$ cat src/hw/bsc_map.svh
// constants of the boundary-scan test port: opcodes, chain layout, timing counts
`ifndef BSC_MAP_SVH
`define BSC_MAP_SVH

`define BSC_IR_W 4
`define BSC_OP_EXTEST 4'h0
`define BSC_OP_SAMPLE 4'h1
`define BSC_OP_IDCODE 4'h5
`define BSC_OP_BYPASS 4'hf
`define BSC_IR_CAPTURE 4'hd

`define BSC_POS_ENUM_DATA 0
`define BSC_POS_ENUM_CTRL 1
`define BSC_POS_CFG_BASE 2
`define BSC_CFG_CELLS 11
`define BSC_BIDIR_PINS 4

`define BSC_TLR_TMS_RISES 5
`define BSC_EVT_DEPTH 2

`endif

$ cat src/hw/bsc_pkg.sv
// types of the boundary-scan test port
package bsc_pkg;

    typedef enum logic [3:0] {
        ST_EXIT2_DR   = 4'b0000,
        ST_EXIT1_DR   = 4'b0001,
        ST_SHIFT_DR   = 4'b0010,
        ST_PAUSE_DR   = 4'b0011,
        ST_SELECT_IR  = 4'b0100,
        ST_UPDATE_DR  = 4'b0101,
        ST_CAPTURE_DR = 4'b0110,
        ST_SELECT_DR  = 4'b0111,
        ST_EXIT2_IR   = 4'b1000,
        ST_EXIT1_IR   = 4'b1001,
        ST_SHIFT_IR   = 4'b1010,
        ST_PAUSE_IR   = 4'b1011,
        ST_IDLE       = 4'b1100,
        ST_UPDATE_IR  = 4'b1101,
        ST_CAPTURE_IR = 4'b1110,
        ST_RESET      = 4'b1111
    } bsc_tap_state_t;

endpackage : bsc_pkg

$ cat src/hw/bsc_evt_fifo.sv
// small first-in first-out buffer for instruction-change events, head always in a flop
`timescale 1ns/100ps
`include "bsc_map.svh"

module bsc_evt_fifo #(
    parameter int WIDTH = `BSC_IR_W,
    parameter int DEPTH = `BSC_EVT_DEPTH
) (
    // clock and reset
    input wire logic clk_in,
    input wire logic rst_in,
    // filling side
    input wire logic in_valid_in,
    input wire logic [WIDTH-1:0] in_data_in,
    output logic in_ready_out,
    // draining side
    output logic out_valid_out,
    output logic [WIDTH-1:0] out_data_out,
    input wire logic out_ready_in
);

    localparam int CW = $clog2(DEPTH + 1);

    generate
        if (DEPTH < 2 || WIDTH < 1) begin : g_bad_param
            $error("bsc_evt_fifo needs DEPTH >= 2 and WIDTH >= 1");
        end
    endgenerate

    logic [WIDTH-1:0] mem [DEPTH];
    logic [WIDTH-1:0] next_mem [DEPTH];
    logic [CW-1:0] cnt;
    logic [CW-1:0] next_cnt;
    logic [CW-1:0] wr_pos;
    logic push;
    logic pop;

    assign pop = out_valid_out & out_ready_in;
    assign push = in_valid_in & in_ready_out;
    // entries slide toward the head on a pop, so the head never needs a read mux
    assign wr_pos = cnt - {{(CW-1){1'b0}}, pop};

    always_comb begin
        next_cnt = cnt;
        if (push && !pop) begin
            next_cnt = cnt + 1'b1;
        end else if (pop && !push) begin
            next_cnt = cnt - 1'b1;
        end
    end

    genvar i;
    generate
        for (i = 0; i < DEPTH; i++) begin : g_entry
            always_comb begin
                next_mem[i] = mem[i];
                if (pop) begin
                    next_mem[i] = (i < DEPTH - 1) ? mem[(i < DEPTH - 1) ? i + 1 : i] : '0;
                end
                if (push && wr_pos == CW'(i)) begin
                    next_mem[i] = in_data_in;
                end
            end

            always_ff @(posedge clk_in or posedge rst_in) begin
                if (rst_in) begin
                    mem[i] <= '0;
                end else begin
                    mem[i] <= next_mem[i];
                end
            end
        end
    endgenerate

    always_ff @(posedge clk_in or posedge rst_in) begin
        if (rst_in) begin
            cnt <= '0;
            out_valid_out <= 1'b0;
            in_ready_out <= 1'b1;
        end else begin
            cnt <= next_cnt;
            out_valid_out <= (next_cnt != '0);
            in_ready_out <= (next_cnt < CW'(DEPTH));
        end
    end

    assign out_data_out = mem[0];

endmodule : bsc_evt_fifo

$ cat src/hw/bsc_tap_top.sv
// boundary-scan test port: tap controller, instruction and data registers, boundary cells
`timescale 1ns/100ps
`include "bsc_map.svh"

// Notes on behaviour
// - four-bit master/slave instruction register, rising-edge shift
// - latched instruction replaces and stops previous one
// - instruction capture loads 1101
// - instruction shifts in at msb, out lsb
// - test reset forces identification instruction without clock
// - new instruction takes effect on falling edge
// - decode 0000 extest, 0001 sample, 1111 bypass
// - extest drives outputs from cells, falling edge
// - extest captures input pins on rising edge
// - sample captures pins without disturbing operation
// - sample copies master cells to slave cells
// - bypass: one-bit register, system keeps working
// - data enters msb, leaves lsb, no inversion
// - zero in control cell releases the pin
// - one cell per pin plus control cells
// - cell data and tdo change on falling edge
// - controller moves only on rising test clock or a reset
// - test reset low returns controller to reset
// - five rises with mode high reach reset
// - chain starts with enumeration output and control
// - controller is the standard sixteen-state machine
// - power-on reset puts controller in reset

module bsc_tap_top import bsc_pkg::*; #(
    parameter int NUM_CFG = `BSC_CFG_CELLS,
    parameter int NUM_BIDIR = `BSC_BIDIR_PINS,
    parameter int EVT_DEPTH = `BSC_EVT_DEPTH
) (
    // clock and power-on reset
    input wire logic CLK_IN,
    input wire logic SYS_RST_IN,
    // test access port
    input wire logic TCK_IN,
    input wire logic TMS_IN,
    input wire logic TDI_IN,
    input wire logic TRST_N_IN,
    output logic TDO_OUT,
    output logic TDO_OE_N_OUT,
    // enumeration output pin
    input wire logic ENUM_N_CORE_IN,
    input wire logic ENUM_OE_CORE_IN,
    output logic ENUM_N_OUT,
    output logic ENUM_OE_N_OUT,
    // configuration input pins
    input wire logic [NUM_CFG-1:0] CFG_PIN_IN,
    output logic [NUM_CFG-1:0] CFG_CORE_OUT,
    // bidirectional pins
    input wire logic [NUM_BIDIR-1:0] IO_PIN_IN,
    output logic [NUM_BIDIR-1:0] IO_PIN_OUT,
    output logic [NUM_BIDIR-1:0] IO_OE_N_OUT,
    input wire logic [NUM_BIDIR-1:0] IO_CORE_DATA_IN,
    input wire logic [NUM_BIDIR-1:0] IO_CORE_OE_IN,
    output logic [NUM_BIDIR-1:0] IO_CORE_DATA_OUT,
    // active instruction and its change events
    output logic [`BSC_IR_W-1:0] INSTR_OUT,
    output logic INSTR_EVT_VALID_OUT,
    output logic [`BSC_IR_W-1:0] INSTR_EVT_DATA_OUT,
    input wire logic INSTR_EVT_READY_IN,
    output logic INSTR_EVT_SPACE_OUT
);

    localparam int BIDIR_BASE = `BSC_POS_CFG_BASE + NUM_CFG;
    localparam int CHAIN = BIDIR_BASE + 2 * NUM_BIDIR;
    localparam int NSYNC = 4 + NUM_CFG + NUM_BIDIR;

    generate
        if (NUM_CFG < 1 || NUM_BIDIR < 1) begin : g_bad_param
            $error("bsc_tap_top needs at least one cell of each kind");
        end
    endgenerate

    // two-flop synchronisers; the first stage feeds only the second
    logic [NSYNC-1:0] sync_a;
    logic [NSYNC-1:0] sync_b;
    logic tck_prev;

    always_ff @(posedge CLK_IN or posedge SYS_RST_IN) begin
        if (SYS_RST_IN) begin
            sync_a <= '0;
            sync_b <= '0;
            tck_prev <= 1'b0;
        end else begin
            sync_a <= {IO_PIN_IN, CFG_PIN_IN, TRST_N_IN, TDI_IN, TMS_IN, TCK_IN};
            sync_b <= sync_a;
            tck_prev <= sync_b[0];
        end
    end

    logic tck_s;
    logic tms_s;
    logic tdi_s;
    logic tap_rst;
    logic [NUM_CFG-1:0] cfg_s;
    logic [NUM_BIDIR-1:0] io_s;
    logic rise;
    logic fall;

    assign tck_s = sync_b[0];
    assign tms_s = sync_b[1];
    assign tdi_s = sync_b[2];
    assign tap_rst = ~sync_b[3];
    assign cfg_s = sync_b[4 +: NUM_CFG];
    assign io_s = sync_b[4 + NUM_CFG +: NUM_BIDIR];
    assign rise = tck_s & ~tck_prev;
    assign fall = ~tck_s & tck_prev;

    // controller state
    bsc_tap_state_t state;
    bsc_tap_state_t next_state;

    always_comb begin
        next_state = state;
        if (tap_rst) begin
            next_state = ST_RESET;
        end else if (rise) begin
            case (state)
                ST_RESET: next_state = tms_s ? ST_RESET : ST_IDLE;
                ST_IDLE: next_state = tms_s ? ST_SELECT_DR : ST_IDLE;
                ST_SELECT_DR: next_state = tms_s ? ST_SELECT_IR : ST_CAPTURE_DR;
                ST_CAPTURE_DR: next_state = tms_s ? ST_EXIT1_DR : ST_SHIFT_DR;
                ST_SHIFT_DR: next_state = tms_s ? ST_EXIT1_DR : ST_SHIFT_DR;
                ST_EXIT1_DR: next_state = tms_s ? ST_UPDATE_DR : ST_PAUSE_DR;
                ST_PAUSE_DR: next_state = tms_s ? ST_EXIT2_DR : ST_PAUSE_DR;
                ST_EXIT2_DR: next_state = tms_s ? ST_UPDATE_DR : ST_SHIFT_DR;
                ST_UPDATE_DR: next_state = tms_s ? ST_SELECT_DR : ST_IDLE;
                ST_SELECT_IR: next_state = tms_s ? ST_RESET : ST_CAPTURE_IR;
                ST_CAPTURE_IR: next_state = tms_s ? ST_EXIT1_IR : ST_SHIFT_IR;
                ST_SHIFT_IR: next_state = tms_s ? ST_EXIT1_IR : ST_SHIFT_IR;
                ST_EXIT1_IR: next_state = tms_s ? ST_UPDATE_IR : ST_PAUSE_IR;
                ST_PAUSE_IR: next_state = tms_s ? ST_EXIT2_IR : ST_PAUSE_IR;
                ST_EXIT2_IR: next_state = tms_s ? ST_UPDATE_IR : ST_SHIFT_IR;
                ST_UPDATE_IR: next_state = tms_s ? ST_SELECT_DR : ST_IDLE;
                default: next_state = ST_RESET;
            endcase
        end
    end

    // instruction register and test data registers
    logic [`BSC_IR_W-1:0] instruction_shift_register;
    logic [`BSC_IR_W-1:0] next_ir_shift;
    logic [`BSC_IR_W-1:0] instr;
    logic [`BSC_IR_W-1:0] next_instr;
    logic byp;
    logic next_byp;
    logic [CHAIN-1:0] bsr_shift;
    logic [CHAIN-1:0] next_bsr_shift;
    logic [CHAIN-1:0] bsr_upd;
    logic [CHAIN-1:0] next_bsr_upd;
    logic [CHAIN-1:0] cap;
    logic tdo;
    logic next_tdo;
    logic tdo_oe_n;
    logic next_tdo_oe_n;
    logic is_ext;
    logic is_smp;
    logic dr_bsr;
    logic evt_push;

    // unknown and reserved codes fall back to the bypass path
    assign is_ext = (instr == `BSC_OP_EXTEST);
    assign is_smp = (instr == `BSC_OP_SAMPLE);
    assign dr_bsr = is_ext | is_smp;

    // capture view: outputs sample what is driven, inputs the pin
    assign cap[`BSC_POS_ENUM_DATA] = ENUM_N_OUT;
    assign cap[`BSC_POS_ENUM_CTRL] = ~ENUM_OE_N_OUT;
    assign cap[`BSC_POS_CFG_BASE +: NUM_CFG] = cfg_s;

    genvar k;
    generate
        for (k = 0; k < NUM_BIDIR; k++) begin : g_bidir_cap
            assign cap[BIDIR_BASE + 2 * k] = io_s[k];
            assign cap[BIDIR_BASE + 2 * k + 1] = ~IO_OE_N_OUT[k];
        end
    endgenerate

    always_comb begin
        next_ir_shift = instruction_shift_register;
        next_byp = byp;
        next_bsr_shift = bsr_shift;
        if (rise && !tap_rst) begin
            case (state)
                ST_CAPTURE_IR: next_ir_shift = `BSC_IR_CAPTURE;
                ST_SHIFT_IR: next_ir_shift = {tdi_s, instruction_shift_register[`BSC_IR_W-1:1]};
                ST_CAPTURE_DR: begin
                    if (dr_bsr) begin
                        next_bsr_shift = cap;
                    end else begin
                        next_byp = 1'b0;
                    end
                end
                ST_SHIFT_DR: begin
                    if (dr_bsr) begin
                        next_bsr_shift = {tdi_s, bsr_shift[CHAIN-1:1]};
                    end else begin
                        next_byp = tdi_s;
                    end
                end
                default: begin
                end
            endcase
        end
    end

    always_comb begin
        next_instr = instr;
        next_bsr_upd = bsr_upd;
        next_tdo = tdo;
        next_tdo_oe_n = tdo_oe_n;
        evt_push = 1'b0;
        if (tap_rst || state == ST_RESET) begin
            next_instr = `BSC_OP_IDCODE;
            next_tdo_oe_n = 1'b1;
        end else if (fall) begin
            if (state == ST_UPDATE_IR) begin
                next_instr = instruction_shift_register;
                evt_push = 1'b1;
            end
            if (state == ST_UPDATE_DR && dr_bsr) begin
                next_bsr_upd = bsr_shift;
            end
            if (state == ST_SHIFT_IR) begin
                next_tdo = instruction_shift_register[0];
            end else if (state == ST_SHIFT_DR) begin
                next_tdo = dr_bsr ? bsr_shift[0] : byp;
            end
            next_tdo_oe_n = !(state == ST_SHIFT_IR || state == ST_SHIFT_DR);
        end
    end

    // pin and core-side muxes, registered so every port comes from a flop
    logic next_enum_n;
    logic next_enum_oe_n;
    logic [NUM_CFG-1:0] next_cfg_core;
    logic [NUM_BIDIR-1:0] next_io_pin;
    logic [NUM_BIDIR-1:0] next_io_oe_n;
    logic [NUM_BIDIR-1:0] next_io_core;
    logic [NUM_BIDIR-1:0] upd_data;
    logic [NUM_BIDIR-1:0] upd_ctrl;

    generate
        for (k = 0; k < NUM_BIDIR; k++) begin : g_bidir_upd
            assign upd_data[k] = bsr_upd[BIDIR_BASE + 2 * k];
            assign upd_ctrl[k] = bsr_upd[BIDIR_BASE + 2 * k + 1];
        end
    endgenerate

    // sample and bypass leave the functional paths untouched
    always_comb begin
        next_enum_n = is_ext ? bsr_upd[`BSC_POS_ENUM_DATA] : ENUM_N_CORE_IN;
        next_enum_oe_n = is_ext ? ~bsr_upd[`BSC_POS_ENUM_CTRL] : ~ENUM_OE_CORE_IN;
        next_cfg_core = is_ext ? bsr_upd[`BSC_POS_CFG_BASE +: NUM_CFG] : cfg_s;
        next_io_pin = is_ext ? upd_data : IO_CORE_DATA_IN;
        next_io_oe_n = is_ext ? ~upd_ctrl : ~IO_CORE_OE_IN;
        next_io_core = is_ext ? upd_data : io_s;
    end

    always_ff @(posedge CLK_IN or posedge SYS_RST_IN) begin
        if (SYS_RST_IN) begin
            state <= ST_RESET;
            instruction_shift_register <= '0;
            instr <= `BSC_OP_IDCODE;
            byp <= 1'b0;
            bsr_shift <= '0;
            bsr_upd <= '0;
            tdo <= 1'b0;
            tdo_oe_n <= 1'b1;
            ENUM_N_OUT <= 1'b1;
            ENUM_OE_N_OUT <= 1'b1;
            CFG_CORE_OUT <= '0;
            IO_PIN_OUT <= '0;
            IO_OE_N_OUT <= '1;
            IO_CORE_DATA_OUT <= '0;
        end else begin
            state <= next_state;
            instruction_shift_register <= next_ir_shift;
            instr <= next_instr;
            byp <= next_byp;
            bsr_shift <= next_bsr_shift;
            bsr_upd <= next_bsr_upd;
            tdo <= next_tdo;
            tdo_oe_n <= next_tdo_oe_n;
            ENUM_N_OUT <= next_enum_n;
            ENUM_OE_N_OUT <= next_enum_oe_n;
            CFG_CORE_OUT <= next_cfg_core;
            IO_PIN_OUT <= next_io_pin;
            IO_OE_N_OUT <= next_io_oe_n;
            IO_CORE_DATA_OUT <= next_io_core;
        end
    end

    assign TDO_OUT = tdo;
    assign TDO_OE_N_OUT = tdo_oe_n;
    assign INSTR_OUT = instr;

    // a full buffer drops the event; INSTR_EVT_SPACE_OUT warns the consumer
    bsc_evt_fifo #(
        .WIDTH(`BSC_IR_W),
        .DEPTH(EVT_DEPTH)
    ) u_evt_fifo (
        .clk_in(CLK_IN),
        .rst_in(SYS_RST_IN),
        .in_valid_in(evt_push),
        .in_data_in(instruction_shift_register),
        .in_ready_out(INSTR_EVT_SPACE_OUT),
        .out_valid_out(INSTR_EVT_VALID_OUT),
        .out_data_out(INSTR_EVT_DATA_OUT),
        .out_ready_in(INSTR_EVT_READY_IN)
    );

    // helper for the mode-high reset check
    logic [2:0] ones_cnt;
    always_ff @(posedge CLK_IN or posedge SYS_RST_IN) begin
        if (SYS_RST_IN) begin
            ones_cnt <= 3'h0;
        end else if (rise) begin
            ones_cnt <= tms_s ? ((ones_cnt == 3'h7) ? ones_cnt : ones_cnt + 3'h1) : 3'h0;
        end
    end
endmodule : bsc_tap_top
$ cat config.mk
export PLATFORM = sky130hd
export DESIGN_NAME = bsc_tap_top
export DESIGN_NICKNAME = d
export VERILOG_FILES = /design/src/hw/bsc_pkg.sv /design/src/hw/bsc_evt_fifo.sv /design/src/hw/bsc_tap_top.sv
export VERILOG_INCLUDE_DIRS = /design/src /design/src/hw
export SDC_FILE = /design/constraint.sdc
export NUM_CORES = 1
export LEC_CHECK = 0
export BUFFER_PORTS_ARGS = -buffer_cell sky130_fd_sc_hd__buf_2
export CORE_MARGIN = 2
export CORE_UTILIZATION = 40
export DETAILED_ROUTE_END_ITERATION = 10
export PLACE_DENSITY = 0.58
export REMOVE_ABC_BUFFERS = 1
export SLEW_MARGIN = 10
export SYNTH_ARGS = -nofsm -noshare
export SYNTH_HDL_FRONTEND = slang
export SYNTH_SLANG_ARGS = --single-unit
$ cat constraint.sdc
create_clock -name CLK_IN -period 4.8 [get_ports CLK_IN]
set_clock_uncertainty 0.1 [all_clocks]
set_input_delay 0.96 -clock CLK_IN [delete_from_list [all_inputs] [get_ports CLK_IN]]
set_output_delay 0.96 -clock CLK_IN [all_outputs]
set_load 0.01 [all_outputs]
==> out/results.ini <==
[run_status]
status = finished clean

[synthesis]
synth_seq_cells = 133
syn_area_per_cell_um2 = 12.5
synthTopCellsByArea = dfrtp_1 57%, mux2i_1 7.1%, dfstp_2 7.0%, nand2_1 6.9%, mux2_4 5.7%
yosys-top-cells-count = 119 x dfrtp_1, 96 x nand2_1, 37 x mux2i_1
syn_inst = 418
ys_async_sr_fraction = 1.00
seq_area_frac_synth = 0.639
synth_top_area_frac = 0.569
syn-cell-area_um2 = 5230
ys.flop_type = dfrtp_1
ys_warn_count = 0
synth_largest_area_cell = dfrtp_1
yosysUniqueCellTypes = 42
synth_most_common_cell = dfrtp_1
synth_edf_count = 0

[power_and_ir_drop]
powerDensity_nw_per_um2 = 429
p_leak_nw = 3.03
ir_worst_vdd_mv = 0.236

[global_routing]
grt_start_max_net_pins = 118
gr-total-overflow = 0
grt_pass1_vias = 3325
antenna_found_initial = 0
grt_pass1_wl_um = 16900
grt_use_total = 0.156

[clock_network]
cts.sinks = 133
cts_resized = 0
post_cts_buffers = 0
numCtsBuffers = 17
hold_buffers = 0
cts_tree = built
path_clk_slew_ns = 0.05
clock-root-buffer = clkbuf_16
htreeDepth = 4
clock_path_buffers = 2
clk-insertion-delay-late_ns = 0.41

[route]
wl_met3_um = 480
vias_per_cell = 4.79
vias = 3218
m1WireLength_um = 4580
drt_first_pass_iters = 4
top_layer = met4
drtIter0Drc = 171
drc = 0
ant_nets = 0
met2_length_um = 4720
wl_per_cell_um = 14.8
wirelength_um = 9960

[floorplanning]
core_area_um2 = 12700
die_x_um = 118
initial_core_util = 0.411
io_pins = 69
die_height_um = 118
num_rows = 41
dieArea_um2 = 14000

[worst_setup_path]
cp-start-kind = register
rr_startpoint = state[2]
cp.arrival_ns = 2.72
required_ns = 4.99
path_buf_inv = 0
cp-startpoint = state[2]
max_stage_delay_ns = 0.73
cp_slowest_cell = dfstp_2
path_max_fanout = 21
end_kind = register
critPathTopFamily = simple AND/OR/NAND/NOR gates
path_cells = nand2b_4 -> nor3b_2 -> nand3_2 -> mux2_4
path_class = reg -> reg

[place]
dpl_cell_area_um2 = 5690
place_congestion = 0.819
dpl.hpwl_um = 6050
io_buffer_count = 68
dp_slack_ns = 1.88

[sta]
rsz0062_at_grt = false
worst_pin_slew_ns = 1.03
fmax_mhz = 395
period_share = 0.527
slew_headroom = 0.312
setup_slack_ns = 2.27
hold_viol_final = 0
final.min_clock_period_ns = 2.53
finalMaxSlewViolations = 0
finalSetupTns_ns = 0
setup_viol = 0

[cells_and_area]
nNetsFinal = 520
drive_above_1_share = 0.302
area_delta_synth_final_pct = 19.7
num_antenna_cells = 0
final_area_um2 = 6260

[job]
maxCapViolCount = 0

[min_path]
hold_path.class = reg -> reg
hp-start = sync_a[0]

-- placed cells by master, fill, tap and decap left out, types with 4 or more instances in the layout --
cell | synthesis | routed
dfrtp_1 | 119 | 119
nand2_1 | 96 | 96
buf_2 | 3 | 68
mux2i_1 | 37 | 37
o21ai_0 | 30 | 30
mux2_4 | 20 | 20
clkbuf_16 | 0 | 17
nor2_1 | 15 | 15
dfstp_2 | 14 | 14
a21oi_1 | 9 | 9
mux2_2 | 7 | 7
inv_1 | 7 | 6
nand2b_1 | 5 | 5
and4b_1 | 4 | 4
xnor2_1 | 4 | 4
clkbuf_1 | 9 | 4
clkinv_2 | 0 | 4
-- per-stage QoR --
stage / hold slack, ns / cells / util / power [mW]
3_5_place_dp: 0.235 / 640 / 0.447 / 1.46
4_1_cts: 0.245 / 672 / 0.492 / 2.72
6_report: 0.242 / 672 / 0.492 / 2.69
5_1_grt: 0.249 / 672 / 0.492 / 2.81
2_1_floorplan: 0.231 / 397 / - / 1.38
3_3_place_gp: 0.232 / 640 / 0.447 / 1.45
-- registers in the layout, indices dropped and copies added, names as in the netlist, 2 cells and up --
signal,cells
IO_PIN_OUT,4
INSTR_OUT,4
bsr_upd,21
bsr_shift,21
IO_CORE_DATA_OUT,4
sync_a,19
CFG_CORE_OUT,11
IO_OE_N_OUT,4
u_evt_fifo.out_data_out,4
state,4
u_evt_fifo.cnt,2
instruction_shift_register,4
u_evt_fifo.mem,4
sync_b,19
-- cell type report --
type	count	area, µm²
well taps	172	215
clock buffers	23	468
multi-input cells	256	1730
fillers	1181	6460
repair buffers	71	363
flip-flops and latches	133	3350
inverters	8	35.0
clock inverters	9	105
-- worst paths after layout --
path	cells past startpoint	end	slack (ns)
hold reg to reg	0	sync_b[0]	0.24
hold / removal	0	sync_b[0]	0.24
setup / recovery	4	bsr_upd[0]	2.27
min in group asynchronous	2	CFG_CORE_OUT[1]	0.69
setup reg to reg	4	bsr_upd[0]	2.27
max in group asynchronous	3	state[1]	3.00
-- where the power goes --
part | leakage (nW) | internal (mW) | switching (mW) | total [mW]
combinational | 1.09 | 0.0814 | 0.110 | 0.191
clock | 0.281 | 0.789 | 0.463 | 1.25
sequential | 1.66 | 1.19 | 0.0567 | 1.24
-- metal layers --
metal | track usage | vias to the layer above
li1 | - | 1539
met1 | 0.208 | 1592
met2 | 0.234 | 72
met3 | 0.0458 | 15
met4 | 0.0751 | 0
met5 | 0 | -
-- cells by family (layout without fill, tap and decap cells) --
family	count (synthesis)	after routing	synth area share
AOI/OAI and AO/OA	45	45	0.0466
xor gates and xnor gates	5	5	0.00837
adders and majority gates	1	1	0.00239
buffers and inverters	29	111	0.0308
DFF	133	133	0.639
muxes	64	64	0.143
and+or+nand+nor	141	141	0.129
No activity file was read; power rests on OpenSTA's default activity.
